$ cat src/common/sram_host_defs.svh
// timing and width constants for the static ram access port controller
`ifndef SRAM_HOST_DEFS_SVH
`define SRAM_HOST_DEFS_SVH

`define SRAM_CLK_PERIOD_NS   25
`define SRAM_ADDR_W          15
`define SRAM_DATA_W          8
// address access delay, slowest grade, least time -> round up
`define SRAM_ADDR_ACCESS_NS  100
`define SRAM_ADDR_ACCESS_CYC ((`SRAM_ADDR_ACCESS_NS + `SRAM_CLK_PERIOD_NS - 1) / `SRAM_CLK_PERIOD_NS)
// two synchroniser stages sit in front of the read data
`define SRAM_SYNC_CYC        2
`define SRAM_READ_CYC        (`SRAM_ADDR_ACCESS_CYC + `SRAM_SYNC_CYC)
// write strobe pulse width
`define SRAM_WPULSE_NS       80
`define SRAM_WPULSE_CYC      ((`SRAM_WPULSE_NS + `SRAM_CLK_PERIOD_NS - 1) / `SRAM_CLK_PERIOD_NS)
// write data hold after the ending edge
`define SRAM_DHOLD_NS        5
`define SRAM_DHOLD_CYC       ((`SRAM_DHOLD_NS + `SRAM_CLK_PERIOD_NS - 1) / `SRAM_CLK_PERIOD_NS)
// strobe recovery before the next access
`define SRAM_WREC_NS         10
`define SRAM_WREC_CYC        ((`SRAM_WREC_NS + `SRAM_CLK_PERIOD_NS - 1) / `SRAM_CLK_PERIOD_NS)
// output release after chip select / output gate go high
`define SRAM_RREL_NS         50
`define SRAM_RREL_CYC        ((`SRAM_RREL_NS + `SRAM_CLK_PERIOD_NS - 1) / `SRAM_CLK_PERIOD_NS)

`endif

$ cat src/common/sram_host_pkg.sv
// types for the static ram access port controller
`default_nettype none
package sram_host_pkg;
    typedef enum logic [5:0] {
        st_idle  = 6'h01,
        st_read  = 6'h02,
        st_write = 6'h04,
        st_whold = 6'h08,
        st_turn  = 6'h10,
        st_pfail = 6'h20
    } state_t;
endpackage
`default_nettype wire

$ cat src/rtl/async_sram_access_port.sv
// host controller that drives an asynchronous byte-wide static ram
`include "sram_host_defs.svh"
`default_nettype none
module async_sram_access_port #(
    parameter int unsigned RECOVERY_CYC = 4000
) (
    input  wire logic                      clk_in,
    input  wire logic                      resetn_in,
    input  wire logic                      req_in,
    input  wire logic                      we_in,
    input  wire logic [`SRAM_ADDR_W-1:0]   addr_in,
    input  wire logic [`SRAM_DATA_W-1:0]   wdata_in,
    input  wire logic                      powerfail_in,
    input  wire logic [`SRAM_DATA_W-1:0]   data_bus_io_in,
    output logic                           ready_out,
    output logic [`SRAM_DATA_W-1:0]        rdata_out,
    output logic                           rvalid_out,
    output logic                           wdone_out,
    output logic                           ce_n_out,
    output logic                           oe_n_out,
    output logic                           we_n_out,
    output logic [`SRAM_ADDR_W-1:0]        addr_lines_out,
    output logic [`SRAM_DATA_W-1:0]        data_bus_io_out,
    output logic                           data_bus_io_oe_out
);

    // ------------------------------------------------------------
    // state
    // ------------------------------------------------------------
    typedef struct packed {
        sram_host_pkg::state_t    state;
        logic [15:0]              cnt;
        logic                     ready;
        logic                     ce_n;
        logic                     oe_n;
        logic                     we_n;
        logic [`SRAM_ADDR_W-1:0]  addr;
        logic [`SRAM_DATA_W-1:0]  dout;
        logic                     doe;
        logic [`SRAM_DATA_W-1:0]  rdata;
        logic                     rvalid;
        logic                     wdone;
        logic                     pf_s1;
        logic                     pf_s2;
        logic [`SRAM_DATA_W-1:0]  dq_s1;
        logic [`SRAM_DATA_W-1:0]  dq_s2;
    } regs_t;

    regs_t cur;
    regs_t next_cur;

    localparam logic [15:0] READ_LAST  = 16'(`SRAM_READ_CYC - 1);
    localparam logic [15:0] WP_LAST    = 16'(`SRAM_WPULSE_CYC - 1);
    localparam logic [15:0] DH_LAST    = 16'(`SRAM_DHOLD_CYC - 1);
    localparam logic [15:0] WREC_LAST  = 16'(`SRAM_WREC_CYC - 1);
    localparam logic [15:0] RREL_LAST  = 16'(`SRAM_RREL_CYC - 1);
    localparam logic [15:0] PREC_LAST  = 16'(RECOVERY_CYC - 1);

    // ------------------------------------------------------------
    // next-state logic
    // ------------------------------------------------------------
    // every field but the rvalid and wdone pulses, the cnt down-count, ready and the synchroniser flops
    // defaults to its current value, so any path not listed leaves the strobes where they are
    always_comb begin
        next_cur        = cur;
        next_cur.rvalid = 1'b0;
        next_cur.wdone  = 1'b0;
        // pins pass two flops; only the second stage is looked at
        next_cur.pf_s1  = powerfail_in;
        next_cur.pf_s2  = cur.pf_s1;
        next_cur.dq_s1  = data_bus_io_in;
        next_cur.dq_s2  = cur.dq_s1;
        if (cur.cnt != 16'h0000) begin
            next_cur.cnt = cur.cnt - 16'h0001;
        end
        case (cur.state)
            sram_host_pkg::st_idle: begin
                if (req_in && !we_in) begin
                    // read access: select and gate low, strobe high
                    next_cur.addr  = addr_in;
                    next_cur.ce_n  = 1'b0;
                    next_cur.oe_n  = 1'b0;
                    next_cur.cnt   = READ_LAST;
                    next_cur.state = sram_host_pkg::st_read;
                end else if (req_in && we_in) begin
                    // select and strobe fall together, gate stays high
                    next_cur.addr  = addr_in;
                    next_cur.dout  = wdata_in;
                    next_cur.doe   = 1'b1;
                    next_cur.ce_n  = 1'b0;
                    next_cur.we_n  = 1'b0;
                    next_cur.cnt   = WP_LAST;
                    next_cur.state = sram_host_pkg::st_write;
                end
            end
            sram_host_pkg::st_read: begin
                // wait out access delay plus synchroniser
                if (cur.cnt == 16'h0000) begin
                    next_cur.rdata  = cur.dq_s2;
                    next_cur.rvalid = 1'b1;
                    next_cur.ce_n   = 1'b1;
                    next_cur.oe_n   = 1'b1;
                    next_cur.cnt    = RREL_LAST;
                    next_cur.state  = sram_host_pkg::st_turn;
                end
            end
            sram_host_pkg::st_write: begin
                // both strobes rise at once to store the byte
                if (cur.cnt == 16'h0000) begin
                    next_cur.ce_n  = 1'b1;
                    next_cur.we_n  = 1'b1;
                    next_cur.cnt   = DH_LAST;
                    next_cur.state = sram_host_pkg::st_whold;
                end
            end
            sram_host_pkg::st_whold: begin
                // data held past the ending edge
                if (cur.cnt == 16'h0000) begin
                    next_cur.doe   = 1'b0;
                    next_cur.wdone = 1'b1;
                    next_cur.cnt   = WREC_LAST;
                    next_cur.state = sram_host_pkg::st_turn;
                end
            end
            sram_host_pkg::st_turn: begin
                // strobes stay high for recovery before next access
                if (cur.cnt == 16'h0000) begin
                    next_cur.state = sram_host_pkg::st_idle;
                end
            end
            sram_host_pkg::st_pfail: begin
                // count recovery from the flag falling, restart if it rises
                if (cur.pf_s2) begin
                    next_cur.cnt = PREC_LAST;
                end else if (cur.cnt == 16'h0000) begin
                    next_cur.state = sram_host_pkg::st_idle;
                end
            end
            default: begin
                next_cur.state = sram_host_pkg::st_idle;
            end
        endcase
        // supply fail aborts any access at once; an aborted write
        // ends on the rising strobes, so only its own byte is at risk
        if (cur.pf_s2) begin
            next_cur.ce_n  = 1'b1;
            next_cur.oe_n  = 1'b1;
            next_cur.we_n  = 1'b1;
            next_cur.doe   = 1'b0;
            next_cur.cnt   = PREC_LAST;
            next_cur.state = sram_host_pkg::st_pfail;
        end
        next_cur.ready = (next_cur.state == sram_host_pkg::st_idle);
    end

    // ------------------------------------------------------------
    // registers
    // ------------------------------------------------------------
    // reset lands in power-fail recovery, since supply state is unknown
    always_ff @(posedge clk_in) begin
        if (!resetn_in) begin
            cur       <= '0;
            cur.state <= sram_host_pkg::st_pfail;
            cur.cnt   <= PREC_LAST;
            cur.ce_n  <= 1'b1;
            cur.oe_n  <= 1'b1;
            cur.we_n  <= 1'b1;
        end else begin
            cur <= next_cur;
        end
    end

    // outputs straight from the state flops
    assign ready_out          = cur.ready;
    assign rdata_out          = cur.rdata;
    assign rvalid_out         = cur.rvalid;
    assign wdone_out          = cur.wdone;
    assign ce_n_out           = cur.ce_n;
    assign oe_n_out           = cur.oe_n;
    assign we_n_out           = cur.we_n;
    assign addr_lines_out     = cur.addr;
    assign data_bus_io_out    = cur.dout;
    assign data_bus_io_oe_out = cur.doe;

    // helper counter: cycles since the synced fail flag last fell
    logic [15:0] pf_quiet;
    always_ff @(posedge clk_in) begin
        if (!resetn_in || cur.pf_s2) begin
            pf_quiet <= 16'h0000;
        end else if (pf_quiet != 16'hffff) begin
            pf_quiet <= pf_quiet + 16'h0001;
        end
    end
endmodule
`default_nettype wire

$ cat config.mk
export PLATFORM = sky130hd
export DESIGN_NAME = async_sram_access_port
export DESIGN_NICKNAME = d
export VERILOG_FILES = /design/src/common/sram_host_pkg.sv /design/src/rtl/async_sram_access_port.sv
export VERILOG_INCLUDE_DIRS = /design/src /design/src/common
export SDC_FILE = /design/constraint.sdc
export NUM_CORES = 1
export LEC_CHECK = 0
export BUFFER_PORTS_ARGS = -buffer_cell sky130_fd_sc_hd__buf_2
export CORE_UTILIZATION = 34
export CTS_CLUSTER_DIAMETER = 60
export CTS_CLUSTER_SIZE = 20
export DETAILED_ROUTE_END_ITERATION = 8
export GPL_TIMING_DRIVEN = 0
export SYNTH_ARGS = -nofsm -noshare
export SYNTH_HDL_FRONTEND = slang
export SYNTH_SLANG_ARGS = --single-unit
export TNS_END_PERCENT = 10
$ cat constraint.sdc
create_clock -name clk_in -period 3 [get_ports clk_in]
set_input_delay 0.9 -clock clk_in [delete_from_list [all_inputs] [get_ports clk_in]]
set_output_delay 0.9 -clock clk_in [all_outputs]
set_load 0.02 [all_outputs]
; ---- Word-level counts from Yosys, hierarchy flattened
; Index checks and enable logic that the tools add are counted.
[totals]
reg_bits = 78
in_bits = 36
out_inout_bits = 38
[classes]
addsub = 1
eq_ne = 14
muxes = 26
bitwise_logic = 2
n_reduce_logical = 21
[op_table]
columns = cell, n
row1 = two-way mux 22 bit, 6
row2 = one-hot mux 16 bit (4 select lines), 1
row3 = one-hot mux 6 bit (5 select lines), 1
row4 = two-way mux 25 bit, 1
row5 = zero test 16 bit, 1
row6 = two-way mux 16 bit, 1
row7 = nonzero test 16 bit, 1
row8 = subtractor 16 x 1 -> 16 bit (second input constant), 1
row9 = two-way mux 15 bit, 1
row10 = equality test 6 x 1 -> 1 bit (second input constant), 2
row11 = inequality test 2 bit (second input constant), 6
row12 = AND reduction 4 bit, 3
row13 = two-way mux 1 bit, 9
row14 = AND reduction 2 bit, 4
row15 = nonzero test 2 bit, 4
row16 = equality test 6 x 2 -> 1 bit (second input constant), 1
row17 = equality test 6 x 3 -> 1 bit (second input constant), 1
row18 = equality test 6 x 4 -> 1 bit (second input constant), 1
row19 = equality test 6 x 5 -> 1 bit (second input constant), 1
row20 = equality test 6 bit (second input constant), 1
row21 = two-way mux 6 bit, 1
row22 = one-hot mux 1 bit (2 select lines), 3
row23 = AND reduction 3 bit, 2
row24 = OR reduction 2 bit, 2
row25 = other kinds (7), 9

; ---- Logic depth before layout (Yosys ltp)
[depth]
depth_word = 7
depth_mapped = 10
depth_no_buf = 10

; ---- Worst setup path after synthesis
; Ideal clock, no wire load.
[synth_path]
path_type = register to register
start = register cur[67] in the netlist's numbering
end = register cur[56] in the netlist's numbering
setup_ps = 120
t_arrival_ps = 2276
required_time_ps = 2880
setup_slack_ps = 604
path_stages_with_launch = 9
n_path_buf = 1
synth_period_minus_slack_ps = 2396
path_cell_list = dfxtp_1 > or4_4 > or4b_4 > buf_6 > nor2_4 > inv_4 > ha_1 > inv_1 > a211o_1
[synth_between]
elab_chain_cells = 5
elab_cells_between_ends = 9
classes_between = mux (7) / reduce/logical (2)
[synth_lines]
columns = item, line_no
row1 = from (decl), async_sram_access_port.sv:49  ; regs_t cur;
row2 = from (signal assigned), async_sram_access_port.sv:169  ; cur <= next_cur;
row3 = nonzero test 16 bit, async_sram_access_port.sv:73  ; if (cur.cnt != 16'h0000) begin
row4 = two-way mux 16 bit, async_sram_access_port.sv:73
row5 = two-way mux 22 bit, async_sram_access_port.sv:85  ; end else if (req_in && we_in) begin
row6 = two-way mux 22 bit, async_sram_access_port.sv:78  ; if (req_in && !we_in) begin
row7 = one-hot mux 16 bit (4 select lines) (*), async_sram_access_port.sv:76  ; case (cur.state)
; Every way passes the cells marked *; elsewhere a longest branch is shown, timed or not.
; A chain may end at the register's enable or synchronous reset.

; ---- Worst setup path in the final report
[layout_path]
start = register cur[74] in the netlist's numbering
end = register cur (netlist bit data_bus_io_out[4])
[layout_between]
elab_chain_cells = 2
[layout_lines]
columns = item, line_no
row1 = equality test 6 x 1 -> 1 bit, async_sram_access_port.sv:76
row2 = AND reduction 3 bit (no source line), -
; No other way between the ends.

==> out/results.txt <==
Status - completed
Global route overflow - 0
Max_cap viols - 0
Routed len/inst - 11.9 um
Lkg Pwr - 1.67 nW
Worst-path maximum fanout - 10
Power share of the clock group - 39.6%
Hold Path Origin - cur[15]
Worst path required time - 3.23 ns
WHS Path Cells - 1
Commonest non-fill, non-tap cell in the layout - dfxtp_1
TritonCTS buffer count - 9
Hold EP - cur[7]
Syn_nets - 419
Reg2Reg Setup Slack - 0.31 ns
Clock root buffer master - clkbuf_8
Clk slew on worst S/H paths - 0.09 ns
Total Wirelength - 7120 um
Boundary Pins - 74
DRC - 0
GRT Total Usage - 14.5%
VDD IR max - 188 uV
RSZ-0062 raised after global routing - no
Sink Count - 78
Net Sw Power - 0.000465 W
CTS H-tree lvls - 3
Row cnt - 35
Comb pwr share - 3.9%
Library cells used by synthesis - 48
Vias - 2752
Area of the multi-input gates - 1400 um^2
Internal Power - 0.00140 W
Power Density - 457 nW/um^2
Reg2reg end - data_bus_io_out[4]
Finished Layout Cells - 598
Vias per cell - 4.60
Setup Skew - 0.0130 ns
Iteration-0 DRC Markers - 91
Reg area - 1560 um^2
Final Hold Viols - 0
Die Height - 102 um
ANT cells - 0
Antenna violations before repair - 0
Fin Setup TNS - 0 ns
Final HPWL DP - 5140 um
Rel. slew slack - 43.9%
Yosys reg bits - 78
Slew Limit Fails - 0
Tmin final - 2.69 ns
Chip width - 102 um
Antenna viol nets, final - 0
WP data arrival - 2.92 ns
Vias in the first global route - 2459
Latest clock arrival within the worst-skew pair - 0.36 ns
Post-CTS Hold Buffers - 0
Fill cell total of the finished layout - 954
Reg-to-Reg Start - cur[74]
Avg Inst Size Synth - 8.87 um^2
Critical path class - register to register
Design Area, Final - 4080 um^2
Final core utilization - 43.4%
Post-DP Area - 3900 um^2
# port buffers - 73
Final net count - 503
Final setup vio count - 0
F_max - 0.372 GHz
Placed insts - 582
DR pass1 iterations - 5
Clock buffer depth - 2
Switching share of power - 24.9%
Area grow syn2layout - 21.1%
Area of the die - 10300 um^2
Reg2Reg Depth - 7
Crit. End Element - register
Post-CTS Resized - 0
Sequential Power Share - 56.5%
CP Launch Type - register
Hold slack final - 0.431 ns
Netlist Area Pre-Place - 3370 um^2
Commonest cells after routing, fill and taps aside - dfxtp_1 (78), buf_2 (75), nand2_1 (48)
Largest net degree at the start of global routing - 17
Share of layout cells above drive strength 1 - 30.3%
Post-synthesis cell count - 380
Final Wtd Congestion - 0.905
Ys Warns - 0
HP Class - register to register
CTS tree - done
Tightest Pin Transition - 0.839 ns
Final period util - 89.7%
Core area - 9420 um^2
Share of the yosys chip area belonging to registers - 46.3%
Post-CTS setup repair buffer count - 0
Global-route wire length before repair - 11500 um
Initial Util - 35.8%
[critical path, cell delays in order, from the launching register on]
cell and delay [ns]:
dfxtp_1 0.31, clkbuf_1 0.19, or4_1 0.65, nor4b_2 0.77, nand2_1 0.16, clkbuf_1 0.28
nand2_1 0.13, a21oi_1 0.07
[layer usage]
layer / track usage (%) / wire length (um) / up-vias
li1: - / - / 1423
met1: 18.1 / 3390 / 1220
met2: 23.3 / 3170 / 91
met3: 4.21 / 387 / 18
met4: 6.13 / 169 / 0
met5: 0 / 0 / -
[stage by stage]
step	setup WS [ns]	total power (W)
after global routing	0.0291	0.00196
after global placement	0.203	0.00115
after CTS	0.291	0.00189
final	0.310	0.00187
after detailed placement	0.145	0.00115
after floorplan	0.604	0.00111
[state kept, by name, indices dropped and copies added, names as in the netlist]
| name | count |
|---|---|
| rvalid_out | 1 |
| rdata_out | 8 |
| wdone_out | 1 |
| ce_n_out | 1 |
| data_bus_io_out | 8 |
| we_n_out | 1 |
| addr_lines_out | 15 |
| data_bus_io_oe_out | 1 |
| cur | 40 |
| oe_n_out | 1 |
| ready_out | 1 |
[cells in the mapped netlist, drive strengths merged]
master,instances,area share (%)
o21ai,17,2.5
buf,38,8.6
xnor2,9,2.3
nor4b,2,0.71
nand4,2,0.37
nand2b,3,0.56
o21a,1,0.26
clkbuf,16,2.1
mux2i,8,2.4
clkinv,1,0.11
dfxtp,78,46
o31a,2,0.52
xor2,4,1.0
a211oi,5,1.1
a21oi,35,5.2
a211o,1,0.26
or3,6,1.2
nor2,23,2.8
o221ai,2,0.71
nand2,48,5.3
nand3b,1,0.22
a2111oi,2,0.52
or2,1,0.19
or4b,1,0.41
mux2,2,0.67
inv,10,1.2
a2bb2oi,3,0.78
and2,19,3.5
nand3,11,1.6
o211ai,2,0.45
nor4,3,0.56
or4,3,0.78
nor3b,1,0.37
nor3,16,2.5
a31oi,1,0.63
ha,3,1.1
[cells by family after synthesis]
logic type | count (synthesis) | synth area share, %
buf+inv | 65 | 12.0
mux | 10 | 3.04
fa+ha+maj | 3 | 1.11
compound gates | 71 | 13.0
xor+xnor | 13 | 3.38
simple gates | 140 | 21.2
flops | 78 | 46.3
[final cells by class]
| class | instances | area share, % |
|---|---|---|
| buffer | 54 | 8.86 |
| clock buffer | 9 | 3.03 |
| clock inverter | 7 | 1.50 |
| inverter | 11 | 1.07 |
| multi-input combinational | 237 | 34.4 |
| sequential | 78 | 38.2 |
| tap | 129 | 3.95 |
| timing repair buffer | 73 | 8.95 |
[how the worst max path moves through the flow]
stage | from | depth (start not counted) | slack (ns) | end
final | cur[74] | 7 | 0.31 | data_bus_io_out[4]
after CTS | cur[74] | 7 | 0.29 | data_bus_io_out[7]
after detailed placement | resetn_in | 6 | 0.15 | ce_n_out
after global routing | cur[74] | 7 | 0.03 | data_bus_io_out[5]
after global placement | resetn_in | 6 | 0.20 | ce_n_out
after floorplan | cur[67] | 8 | 0.60 | cur[56]
[power groups by stage]
stage | registers, W | logic (W) | clock network, W
global route | 0.00106 | 0.0000808 | 0.000824
global placement | 0.00108 | 0.0000720 | 0
floorplan | 0.00108 | 0.0000372 | 0
CTS | 0.00105 | 0.0000737 | 0.000765
detailed placement | 0.00108 | 0.0000736 | 0
finish | 0.00105 | 0.0000721 | 0.000739
(Power assumes the default switching activity.)
